**config.mk**
```make
export PLATFORM = sky130hd
export DESIGN_NAME = pwc_ctrl
export DESIGN_NICKNAME = d
export VERILOG_FILES = /design/src/verilog/pwc_pkg.sv /design/src/verilog/pwc_flag.sv /design/src/verilog/pwc_ctrl.sv
export VERILOG_INCLUDE_DIRS = /design/src /design/src/verilog
export SDC_FILE = /design/constraint.sdc
export NUM_CORES = 1
export LEC_CHECK = 0
export ABC_AREA = 0
export BUFFER_PORTS_ARGS = -buffer_cell sky130_fd_sc_hd__buf_2
export CAP_MARGIN = 15
export CORE_AREA = 2 2 77 79
export DETAILED_ROUTE_END_ITERATION = 8
export DIE_AREA = 0 0 79 81
export PLACE_DENSITY = 0.56
export SETUP_SLACK_MARGIN = 0.02
export SKIP_LAST_GASP = 1
export SLEW_MARGIN = 10
export SYNTH_ARGS = -nofsm -noshare
export SYNTH_HDL_FRONTEND = slang
export SYNTH_SLANG_ARGS = --single-unit
```
**constraint.sdc**
```tcl
create_clock -name sys_clk_in -period 3.28 [get_ports sys_clk_in]
set_input_delay 0.656 -clock sys_clk_in [delete_from_list [all_inputs] [get_ports sys_clk_in]]
set_output_delay 0.656 -clock sys_clk_in [all_outputs]
set_load 0.01 [all_outputs]
```
**src/verilog/pwc_regs.svh**
```systemverilog
// register offsets, field positions, reset values and write mask of the power control block
`ifndef PWC_REGS_SVH
`define PWC_REGS_SVH
`define PWC_CTL_OFFSET 4'h0
`define PWC_CTL_RESET 32'h00004000
`define PWC_CTL_WMASK 32'h0000C1F3
`define PWC_VS_HI 15
`define PWC_VS_LO 14
`define PWC_BKP_BIT 8
`define PWC_THR_HI 7
`define PWC_THR_LO 5
`define PWC_DET_EN_BIT 4
`define PWC_STB_CLR_BIT 3
`define PWC_WU_CLR_BIT 2
`define PWC_STB_SEL_BIT 1
`define PWC_LP_BIT 0
`endif

```
**src/verilog/pwc_pkg.sv**
```systemverilog
// types shared by the power control block
package pwc_pkg;
	typedef enum logic [1:0] {
		PWC_RUN = 2'b00,
		PWC_DEEP = 2'b01,
		PWC_STANDBY = 2'b10
	} pwc_mode_e;
	typedef logic [31:0] pwc_word_t;
endpackage

```
**src/verilog/pwc_flag.sv**
```systemverilog
// one sticky status flag with a set input and a clear strobe
`timescale 1ns/1ps
module pwc_flag
(
	input wire logic sys_clk_in,
	input wire logic sys_rst_in,
	input wire logic set_in,
	input wire logic clear_in,
	output logic flag_out
);
	logic next_flag;

	// set wins over a clear in the same cycle so no event is lost
	always_comb
	begin
		next_flag = flag_out;
		if (clear_in)
			next_flag = 1'b0;
		if (set_in)
			next_flag = 1'b1;
	end

	// only power-on reset clears the flag besides the strobe
	always_ff @(posedge sys_clk_in or posedge sys_rst_in)
	begin
		if (sys_rst_in)
			flag_out <= 1'b0;
		else
			flag_out <= next_flag;
	end
endmodule // pwc_flag

```
**src/verilog/pwc_ctrl.sv**
```systemverilog
// power control register with mode selection, detector lock and flag clear strobes
`timescale 1ns/1ps
`include "pwc_regs.svh"
module pwc_ctrl
(
	input wire logic sys_clk_in,
	input wire logic sys_rst_in,
	input wire logic por_rst_in,
	input wire logic standby_wakeup_in,
	input wire logic sel_in,
	input wire logic write_in,
	input wire logic [3:0] addr_in,
	input wire logic [1:0] size_in,
	input wire logic [3:0] byte_en_in,
	input wire pwc_pkg::pwc_word_t wdata_in,
	output pwc_pkg::pwc_word_t rdata_out,
	output logic error_out,
	input wire logic detector_lock_in,
	input wire logic core_deep_sleep_request_in,
	input wire logic internal_osc_8mhz_in,
	input wire logic wakeup_event_in,
	input wire logic backup_write_in,
	output logic backup_write_out,
	output logic regulator_voltage_low_out,
	output logic [2:0] detector_threshold_out,
	output logic detector_enable_out,
	output logic standby_flag_clear_out,
	output logic wakeup_flag_clear_out,
	output pwc_pkg::pwc_mode_e mode_out,
	output logic regulator_low_power_out,
	output logic standby_flag_out,
	output logic wakeup_flag_out
);
	import pwc_pkg::*;

	pwc_word_t ctl;
	pwc_word_t next_ctl;
	pwc_word_t next_rdata;
	logic next_error;
	logic access_ok;
	logic wr;
	pwc_word_t lane_mask;
	pwc_word_t wmask;
	pwc_mode_e next_mode;

	// only half-word (01) and word (10) sizes with a matching lane set are legal
	always_comb
	begin
		access_ok = 1'b0;
		if (size_in == 2'h2 && byte_en_in == 4'hF)
			access_ok = 1'b1;
		if (size_in == 2'h1 && (byte_en_in == 4'h3 || byte_en_in == 4'hC))
			access_ok = 1'b1;
		access_ok = access_ok && (addr_in == `PWC_CTL_OFFSET);
		wr = sel_in && write_in && access_ok;
	end

	// byte lanes mask the write; lock protects detector fields
	always_comb
	begin
		lane_mask = {{8{byte_en_in[3]}}, {8{byte_en_in[2]}}, {8{byte_en_in[1]}}, {8{byte_en_in[0]}}};
		wmask = `PWC_CTL_WMASK & lane_mask;
		if (detector_lock_in)
			wmask[`PWC_THR_HI:`PWC_DET_EN_BIT] = 4'h0;
		// clear bits are never stored, so they stay out of the write mask
		next_ctl = ctl;
		if (wr)
			next_ctl = (ctl & ~wmask) | (wdata_in & wmask);
	end

	// standby wakeup reloads the reset value as well as system reset
	always_ff @(posedge sys_clk_in or posedge sys_rst_in)
	begin
		if (sys_rst_in)
			ctl <= `PWC_CTL_RESET;
		else if (standby_wakeup_in)
			ctl <= `PWC_CTL_RESET;
		else
			ctl <= next_ctl;
	end

	// read data is registered; strobe bits read as zero since they are not stored
	always_comb
	begin
		next_rdata = rdata_out;
		next_error = 1'b0;
		if (sel_in && !write_in && access_ok)
			next_rdata = ctl & lane_mask;
		if (sel_in && !access_ok)
			next_error = 1'b1;
	end

	always_ff @(posedge sys_clk_in or posedge sys_rst_in)
	begin
		if (sys_rst_in)
		begin
			rdata_out <= 32'h00000000;
			error_out <= 1'b0;
		end
		else
		begin
			rdata_out <= next_rdata;
			error_out <= next_error;
		end
	end

	// clear strobes pulse on the write cycle itself
	assign standby_flag_clear_out = wr && byte_en_in[0] && wdata_in[`PWC_STB_CLR_BIT];
	assign wakeup_flag_clear_out = wr && byte_en_in[0] && wdata_in[`PWC_WU_CLR_BIT];

	// field decodes; code 00 is treated as high output
	assign regulator_voltage_low_out = ctl[`PWC_VS_HI];
	assign backup_write_out = backup_write_in && ctl[`PWC_BKP_BIT];
	assign detector_threshold_out = ctl[`PWC_THR_HI:`PWC_THR_LO];
	assign detector_enable_out = ctl[`PWC_DET_EN_BIT];

	// mode follows the core request; voltage select changes are left to software
	always_comb
	begin
		next_mode = PWC_RUN;
		if (core_deep_sleep_request_in)
			next_mode = ctl[`PWC_STB_SEL_BIT] ? PWC_STANDBY : PWC_DEEP;
		if (mode_out == PWC_STANDBY && core_deep_sleep_request_in)
			next_mode = PWC_STANDBY;
	end

	always_ff @(posedge sys_clk_in or posedge sys_rst_in)
	begin
		if (sys_rst_in)
			mode_out <= PWC_RUN;
		else
			mode_out <= next_mode;
	end

	// oscillator users override low power since they need a stable supply
	assign regulator_low_power_out = (mode_out == PWC_DEEP) && ctl[`PWC_LP_BIT] && !internal_osc_8mhz_in;

	// flags sit on power reset only, so they survive standby
	pwc_flag u_standby_flag
	(
		.sys_clk_in(sys_clk_in),
		.sys_rst_in(por_rst_in),
		.set_in(mode_out == PWC_STANDBY),
		.clear_in(standby_flag_clear_out),
		.flag_out(standby_flag_out)
	);

	pwc_flag u_wakeup_flag
	(
		.sys_clk_in(sys_clk_in),
		.sys_rst_in(por_rst_in),
		.set_in(wakeup_event_in),
		.clear_in(wakeup_flag_clear_out),
		.flag_out(wakeup_flag_out)
	);
endmodule // pwc_ctrl

```
After elaboration in Yosys (flattened, before gate mapping)

Cells that the tools add are included.
W data, S select, Z words.

Output and inout bits: 46
Bits of input ports: 53
Register bits after elaboration: 69
Memories kept: 0
Bits in writable memories: 0
Logic and storage cells: 54
Latch bits: 0
ROM bits: 0

Shift operators: 0
Bitwise operators: 5
Reduce and logical (&&, ||, !) cells: 23
Mux-type cells: 13
Equality and inequality tests: 7
Order comparisons: 0
Multiply operators: 0
Add/subtract/negate cells: 0
Divide/modulo/power cells: 0

Operator list:

| cell                 | number |
|---|---|
| $and A32 B32 Y32     | 2 |
| $mux W32             | 2 |
| $and A32 B16 Y32     | 1 |
| $not A16 Y32         | 1 |
| $or A32 B32 Y32      | 1 |
| $logic_and A1 B1 Y1  | 15 |
| $eq A4 B4 Y1 const B | 2 |
| $mux W1              | 7 |
| $mux W2              | 3 |
| $reduce_bool A2 Y1   | 3 |
| $eq A2 B1 Y1 const B | 2 |
| $eq A2 B2 Y1 const B | 2 |
| $eq A4 B2 Y1 const B | 1 |
| $logic_not A4 Y1     | 1 |
| $mux W4              | 1 |
| $logic_not A1 Y1     | 3 |
| $logic_or A1 B1 Y1   | 1 |

Logic depth before layout (Yosys ltp)

Gate-level depths: netlist of run 1.

Word-level depth: 10
Gate-level depth with buffers: 6
Gate-level depth less buffers: 4

By module

A second synthesis of run 1 with hierarchy kept.

Cells, all modules: 127
Area total of the unflattened synthesis: 1315.0 µm²

By module, submodules not included:

| module   | instances | seq. area each (µm²) | cells each | area each (µm²) |
|---|---|---|---|---|
| pwc_ctrl | 1         | 526.8                | 119        | 1234.9 |
| pwc_flag | 2         | 25.0                 | 4          | 40.0 |

Least setup slack after synthesis of run 1

Ideal clock, no wire load.

Path type: input-to-output
Start point: in byte_en_in[0]
End point: out standby_flag_clear_out
Buffers on the path: 1
Stages on the path: 5
Data arrival time: 1.697 ns
Path slack: 0.927 ns
Required time: 2.624 ns
Cell sequence: buf_6 > nor4b_4 > nand3_2 > a21oi_4 > and2_1

Word-level cells in the longest chain between the ends: 8
Elaborated cells between the ends (all ways): 12
Those cells by class: 3 x eq/ne; 2 x mux; 7 x reduce/logical

Ends and longest elaborated chain:

| item                                                      | RTL line                       | RTL |
|---|---|---|
| start, declared                                           | pwc_ctrl.sv:14                 | `input wire logic [3:0] byte_en_in,` |
| $eq A4 B4 Y1 (tied with other cells)                      | pwc_ctrl.sv:50                 | `if (size_in == 2'h2 && byte_en_in == 4'hF)` |
| $logic_and A1 B1 Y1 or $logic_or A1 B1 Y1 (tied branches) | pwc_ctrl.sv:50, pwc_ctrl.sv:52 |  |
| $mux W1 or $logic_and A1 B1 Y1 (tied branches)            | pwc_ctrl.sv:50, pwc_ctrl.sv:52 |  |
| $mux W1                                                   | pwc_ctrl.sv:52                 | `if (size_in == 2'h1 && (byte_en_in == 4'h3 \|\| byte_en_in == 4'hC))` |
| $logic_and A1 B1 Y1                                       | pwc_ctrl.sv:54                 | `` access_ok = access_ok && (addr_in == `PWC_CTL_OFFSET); `` |
| $logic_and A1 B1 Y1                                       | pwc_ctrl.sv:55                 | `wr = sel_in && write_in && access_ok;` |
| $logic_and A1 B1 Y1 (*) (2 in a row)                      | pwc_ctrl.sv:108                | `` assign standby_flag_clear_out = wr && byte_en_in[0] && wdata_in[`PWC_STB_CLR_BIT]; `` |
| end, declared                                             | pwc_ctrl.sv:27                 | `output logic standby_flag_clear_out,` |

Mark *: on every way between the ends. The rest lies on a longest branch, timed or not.

Worst setup path after layout of run 1

Start point: in addr_in[1]
End point: out standby_flag_clear_out

Word-level cells in the longest chain between the ends: 5

Ends and longest elaborated chain:

| item                             | RTL line        | RTL |
|---|---|---|
| start, declared                  | pwc_ctrl.sv:12  | `input wire logic [3:0] addr_in,` |
| $logic_not A4 Y1 (no line)       | -               |  |
| $logic_and A1 B1 Y1              | pwc_ctrl.sv:54  |  |
| $logic_and A1 B1 Y1              | pwc_ctrl.sv:55  |  |
| $logic_and A1 B1 Y1 (2 in a row) | pwc_ctrl.sv:108 |  |

Every way passes these cells.

==> impl.org, run 1 <==
** Hold path
- Path type of the worst min-delay path :: in -> async

** Synth
- The mapped netlist covers 1416 um^2.
- Count of warnings emitted by yosys :: 0
- After synthesis, the mean cell area works out to 10.19 um^2.
- Register bit total from synthesis :: 23
- Post-synth top area cell :: dfrtp_1
- Largest cells by area after synthesis :: dfrtp_1 39%, buf_4 14%, mux2i_1 13%
- In this run, distinct cell masters in the synthesized netlist total 26.
- Of the synthesized area, sequential elements account for 0.4072.
- After technology mapping, the gate count stands at 139.
- Of the post-synthesis cell area, the dominant cell type holds 0.3887.

** CTS
- CTS built an H-tree with a depth of 1.
- Bufs on Longest Clock Path :: 2
- Clock-pin slew was measured on the worst setup and hold paths at 0.08 ns.
- Resized cells post-CTS :: 0
- Clock latency on the worst-skew pair, taken at its later pin, is 0.26 ns.
- Root Driver :: clkbuf_8
- TritonCTS built the clock tree.
- CTS saw 23 sinks.
- The number of setup buffers added after CTS is 0.
- The number of clock buffers added by TritonCTS is 3.
- Count of hold buffers inserted by post-cts repair :: 0

** Layout
- Highest-count cells in the layout ignoring fill and taps :: 54 x buf_2, 23 x conb_1, 22 x dfrtp_1
- Excluding fillers, the count of instances in the completed layout stands at 267.
- From synthesis to final layout, the design area changed by 20.23%.
- Of the cells placed in the final design, the portion with a size suffix greater than 1 is 0.3594.
- The net count of the finished layout is 246.
- The repair_antennas step left the layout with diodes totalling 0.
- Utilization of the core after routing :: 0.3000
- Leaving out fill and tap cells, the most frequent cell in the layout is buf_2.

** Placed design
- Detailed placement ended at an HPWL of 2225 um.
- Placed cell count :: 263
- Count of input and output buffers :: 54
- Routability-driven placement finished with a final weighted congestion of 0.6523.

** Setup path
- Start of the worst register-to-register path :: mode_out[1]$_DFF_PP0_
- The worst setup path is launched from an input pin.
- In this run the register-to-register setup slack is 2.33 ns.
- Top fanout value on the critical path :: 4
- STA classifies the critical path endpoint as an output pin.
- Reg2reg end :: mode_out[0]$_DFF_PP0_
- The critical path starts at addr_in[1].
- Following the worst setup path forward leads to its endpoint at standby_flag_clear_out.
- For the worst setup path, the data arrival time is 1.88 ns.
- Cell count of the worst reg-to-reg path :: 3
- The critical path is of the in -> out type.
- WP data required :: 2.62 ns

** Drt
- DRC violation count after routing :: 0
- Dividing the detail-routed via count by the number of cells gives 3.742.
- After detailed routing, the total wire length is 2910 um.
- The detail route stage leaves a number of antenna-violating nets equal to 0.
- After the first detailed-routing iteration, the DRC count stood at 19.
- Before antenna repair, the detailed router went through 4 iterations.
- Routed len/inst :: 10.90 um
- Total via count after detailed routing :: 999

** STA
- Transition at the pin with the smallest max-transition slack :: 0.8386 ns
- The count of endpoints failing hold in the final timing report came to 0.
- Final count of negative-setup-slack endpoints :: 0
- Unrepaired setup endpoints after global routing :: no
- In the final timing run, aggregate negative setup slack is 0 ns.
- On the final layout, the worst clock skew is 0.001691 ns.
- For the finished layout, the period the worst path requires is 2.538 ns.
- Worst hold margin :: 0.2268 ns
- Remaining max-slew budget at the tightest pin :: 0.4403
- Derived from the worst setup path, the maximum achievable clock frequency is 394.1 MHz.
- Pins over their slew limit :: 0
- Portion of the clock cycle consumed by the worst path in the final layout :: 0.7737

** Status
- The run finished with clean final reports.

** Power
- Summed over all cells, the static leakage comes to 0.0008128 uW.
- Dividing total power by cell area gives a power density of 318.3 nW/um^2.
- Peak supply drop :: 0.09264 mV

** Global route
- Initial antenna violation count :: 0
- The via count of the first global-routing pass is 857.
- The first global-routing pass estimated 4540 um of wire.
- Total overflow reported by the global router :: 0
- Global-route total usage across every layer :: 0.09374
- Pin count of the biggest net entering global routing :: 22

** Floorplanning
- The initialized floorplan defines 28 standard-cell rows.
- Starting utilization of the core area :: 0.2496
- I/O pins :: 99
- After floorplanning, the core was sized to cover 5675 um^2.
- Measured along the y axis, the die boundary spans 81 um.
- The die covers 6399 um^2.
- Measured along the x axis, the die boundary spans 79 um.

** Flow run
- Max-cap check violation count :: 0
-- how the worst min path moves through the flow --
stage	to	start	slack, ns
final	u_wakeup_flag.flag_out$_DFFE_PP0P_	por_rst_in	0.23
after global routing	u_wakeup_flag.flag_out$_DFFE_PP0P_	por_rst_in	0.21
after CTS	u_wakeup_flag.flag_out$_DFFE_PP0P_	por_rst_in	0.22
after detailed placement	ctl[14]$_DFFE_PP1P_	ctl[14]$_DFFE_PP1P_	0.50
after global placement	ctl[14]$_DFFE_PP1P_	ctl[14]$_DFFE_PP1P_	0.50
after floorplan	u_standby_flag.flag_out$_DFFE_PP0P_	por_rst_in	0.40
-- registers in the layout, indices dropped and copies added, names as in the netlist --
register	flops
mode_out	2
rdata_out	9
u_standby_flag.flag_out	1
error_out	1
ctl	9
u_wakeup_flag.flag_out	1
-- critical path: stages --
cell	delay (ns)
buf_2	0.10
nor4_2	0.44
nand4_1	0.21
a21oi_4	0.21
and2_1	0.14
buf_2	0.12
-- cells by family (layout without fill, tap and decap cells) --
kind of cell	count (synthesis)	after routing	synth area share
AND/OR/NAND/NOR	49	49	0.2200
buffers and inverters	41	72	0.1882
flip-flops	23	23	0.4072
multiplexers	18	18	0.1272
AO/OA/AOI/OAI	7	7	0.05477
other	1	23	0.002648
-- routing by layer --
layer,up-vias,part of all wire,track usage
met5,-,0,0
li1,505,-,-
met2,38,0.47,0.1500
met3,2,0.065,0.02333
met1,454,0.45,0.1223
met4,0,0.0076,0.03621
-- Yosys cell counts --
library cell and n:
nand2b_1 16, nor2_1 5, nor4_2 1, a31oi_1 1, a21oi_2 1, inv_1 12
dfrtp_1 22, nand2_1 12, buf_4 26, nand3_2 1, and2_1 4, mux2i_1 18
dfstp_2 1, nor2b_1 4, a21oi_4 1, nand4_1 2, buf_6 2, o211ai_4 1
nor3_1 1, nor4b_4 2, a21oi_1 1, a211oi_2 1, and4b_1 1, clkbuf_1 1
conb_1 1, a21boi_1 1
-- metrics by stage --
step / power (uW) / worst slack (ns) / cell area (um^2)
after detailed placement: 372.1 / 0.7541 / 1657
after CTS: 553.3 / 0.7409 / 1703
after global routing: 577.2 / 0.6446 / 1703
final: 542.0 / 0.7423 / 1703
after floorplan: 357.4 / 0.9266 / 1499
after global placement: 371.4 / 0.7552 / 1657
-- where the power goes --
| part | leakage [uW] | switching (uW) | internal [uW] |
|---|---|---|---|
| clock network | 0.0000255 | 92.1 | 84.7 |
| logic | 0.000530 | 45.0 | 28.4 |
| registers | 0.000258 | 2.64 | 289 |
-- final cells by class --
class | count | area, um^2
multi-input combinational | 97 | 655.6
sequential | 23 | 576.8
clock buffer | 3 | 41.29
timing repair buffer | 56 | 285.3
inverter | 12 | 45.04
clock inverter | 1 | 5.005
tap | 75 | 93.84
fill | 637 | 3973
Note: power is estimated with default switching activity, not from simulation.
==> inputs of run 2 (changes only) <==
--- a/config.mk
+++ b/config.mk
@@ -12,7 +12,7 @@
 export CORE_AREA = 2 2 77 79
 export DETAILED_ROUTE_END_ITERATION = 8
 export DIE_AREA = 0 0 79 81
-export PLACE_DENSITY = 0.56
+export PLACE_DENSITY = 0.58
 export SETUP_SLACK_MARGIN = 0.02
 export SKIP_LAST_GASP = 1
 export SLEW_MARGIN = 10
==> constraint.sdc (replaced) <==
create_clock -name sys_clk_in -period 2.1 [get_ports sys_clk_in]
set_input_delay 0.42 -clock sys_clk_in [delete_from_list [all_inputs] [get_ports sys_clk_in]]
set_output_delay 0.42 -clock sys_clk_in [all_outputs]
set_load 0.01 [all_outputs]
==> run 2 against run 1 <==
Against the previous run:
- worst setup slack got worse by 0.57 ns
- power increased by 57%
- critical endpoint unchanged
- core utilization increased by 0.77 points
- largest cell class unchanged
- non-clock buffer count increased by 4
- first-iteration DRC count unchanged
- die area unchanged
- register-to-register slack got worse by 1.2 ns
- final cell count increased by 1.5%
- sequential power increased by 56%
- count of clock-buffer cells in the layout increased by 1
- flip-flop and latch count unchanged
- via count increased by 3.4%
==> impl.org, run 2 (synthesis results as in run 1) <==
** Global route
- The via count of the first global-routing pass was 967.
- Initial antenna violation count :: 0
- The total overflow left after global routing is 0.
- Entering global routing, the biggest net connects 19 pins.
- Global-route total usage across every layer :: 0.09258
- The first global-routing pass estimated 4602 um of wire.

** Setup path
- Top fanout value on the critical path :: 4
- WP data required :: 1.68 ns
- The worst setup path is launched from an input pin.
- Reg2reg end :: mode_out[0]$_DFF_PP0_
- Data on the critical path arrives at its endpoint at 1.51 ns.
- The worst setup path is captured at an output pin.
- R2r setup slk :: 1.15 ns
- Crit Path Category :: in -> out
- For the worst flop-to-flop path, the logic depth is 3.
- Tracing the worst setup path back leads to its startpoint at addr_in[1].
- The worst register-to-register path begins at mode_out[0]$_DFF_PP0_.

** CTS
- Clock sink count :: 23
- Total number of H-tree levels :: 1
- Latest clock arrival within the worst-skew pair :: 0.26 ns
- After clock tree synthesis, the clock-pin slew on the worst setup and hold paths is 0.08 ns.
- The tree is rooted in a clkbuf_8.
- Counting along the longest clock path gives a buffer depth of 2.
- Number of clock buffers inserted by TritonCTS :: 3
- Resized cells post-CTS :: 0
- CTS tree :: done

** Hold path
- The tightest min-delay check is of the in -> async type.

** STA
- Hold is met by 0.1217 ns.
- Of the available clock period, the critical path in the final layout requires 0.9193.
- Summed over all failing endpoints, the final setup total negative slack is 0 ns.
- Based on the critical path, the design can be clocked at up to 518.0 MHz.
- The count of endpoints failing hold in the final timing report was 0.
- Final count of negative-setup-slack endpoints :: 0
- The max-slew violation count is 0.
- Setup clock skew after layout :: 0.001127 ns
- Setup repair after global routing left no endpoint under its margin.
- Once routing completed, OpenROAD measured the worst setup slack at 0.1695 ns.
- Tmin final :: 1.931 ns

** Layout
- The area growth from synthesis to layout is 23.32%.
- Net count, final :: 250
- The library cell used most frequently in the layout, excluding fill and tap cells, is buf_2.
- ANT cells :: 0
- Of the cells placed in the final design, the portion with a size suffix greater than 1 is 0.3622.
- Highest-count cells in the layout ignoring fill and taps :: 54 x buf_2, 23 x conb_1, 22 x dfrtp_1
- Utilization of the core after routing :: 0.3078
- Largest registers in the final layout :: ctl: 9 flops, rdata_out: 9 flops, mode_out: 2 flops

** Placed design
- Routability-driven placement finished with a final weighted congestion of 0.6826.
- Before CTS, the worst setup slack after placement is 0.1380 ns.
- The HPWL after detailed placement is 2340 um.
- Count of input and output buffers :: 54

** Drt
- Final routed wirelength across all metal layers :: 2952 um
- Total via count after detailed routing :: 1,033
- Before antenna repair, the detailed router went through 4 iterations.
- After detailed routing, the average wire length per cell comes to 10.89 um.
- Once detail routing completed, the nets flagged for antenna violations numbered 0.
- After detailed routing, the number of remaining DRC violations is 0.
- Via density per instance :: 3.812
- Iter 0 DRT Violations :: 19

** Floorplanning
- For this configuration, the core starts out at a cell density of 0.2496.
- Die Footprint :: 6399 um^2
- Number of core rows :: 28
- I/O pins :: 99
- The floorplan step defined a core boundary enclosing 5675 um^2.
- Die Ht :: 81 um
- Overall die width :: 79 um

** Status
- The run finished with clean final reports.

** Flow run
- Across the run, the number of max-cap violations was 0.

** Power
- In this run the static leakage power is 0.0008319 uW.
- Peak supply drop :: 0.1608 mV
- Dividing total power by cell area gives a power density of 485.8 nW/um^2.
-- run 2: worst max path at each step --
stage | endpoint | slack (ns) | cells past startpoint
final | standby_flag_clear_out | 0.17 | 6
after CTS | standby_flag_clear_out | 0.12 | 6
after global routing | standby_flag_clear_out | 0.06 | 6
after detailed placement | standby_flag_clear_out | 0.14 | 6
after global placement | wakeup_flag_clear_out | 0.16 | 6
after floorplan | standby_flag_clear_out | 0.22 | 5
-- run 2: worst max-delay path: stages --
cell and delay, ns:
buf_2 0.10, nor4_2 0.34, nand4_1 0.20, a21oi_4 0.20, and2_1 0.14, buf_2 0.12
-- run 2: repair_timing --
item | 4_1_cts | 5_1_grt
buffers inserted | 0 | 0
endpoints found under the hold margin | 2 | 0
hold buffers | 1 | 0
-- run 2: cell type report --
cell class,count,area (um^2)
fillers,627,3929
multi-input cells,97,655.6
flip-flops and latches,23,576.8
repair buffers,60,330.3
well taps,75,93.84
clock buffers,4,45.04
inverters,12,45.04
-- run 2: metal layers --
layer | GRT usage | vias up | share of wire
li1 | - | 514 | -
met1 | 0.1231 | 480 | 0.45
met2 | 0.1551 | 37 | 0.48
met3 | 0.02000 | 2 | 0.064
met4 | 0.02069 | 0 | 0.0051
met5 | 0 | - | 0
-- run 2: report_power, final --
group | switching [uW] | internal, uW | total [uW]
combinational | 71.1 | 48.7 | 120
clock | 138 | 135 | 273
sequential | 4.44 | 452 | 456
total | 213 | 635 | 849
-- run 2: metrics by stage --
step	std cells	instance area, um^2	total power [uW]
floorplan	161	1499	558.2
global placement	266	1692	583.5
detailed placement	266	1692	585.4
CTS	271	1747	864.3
global route	271	1747	903.8
finish	271	1747	848.5
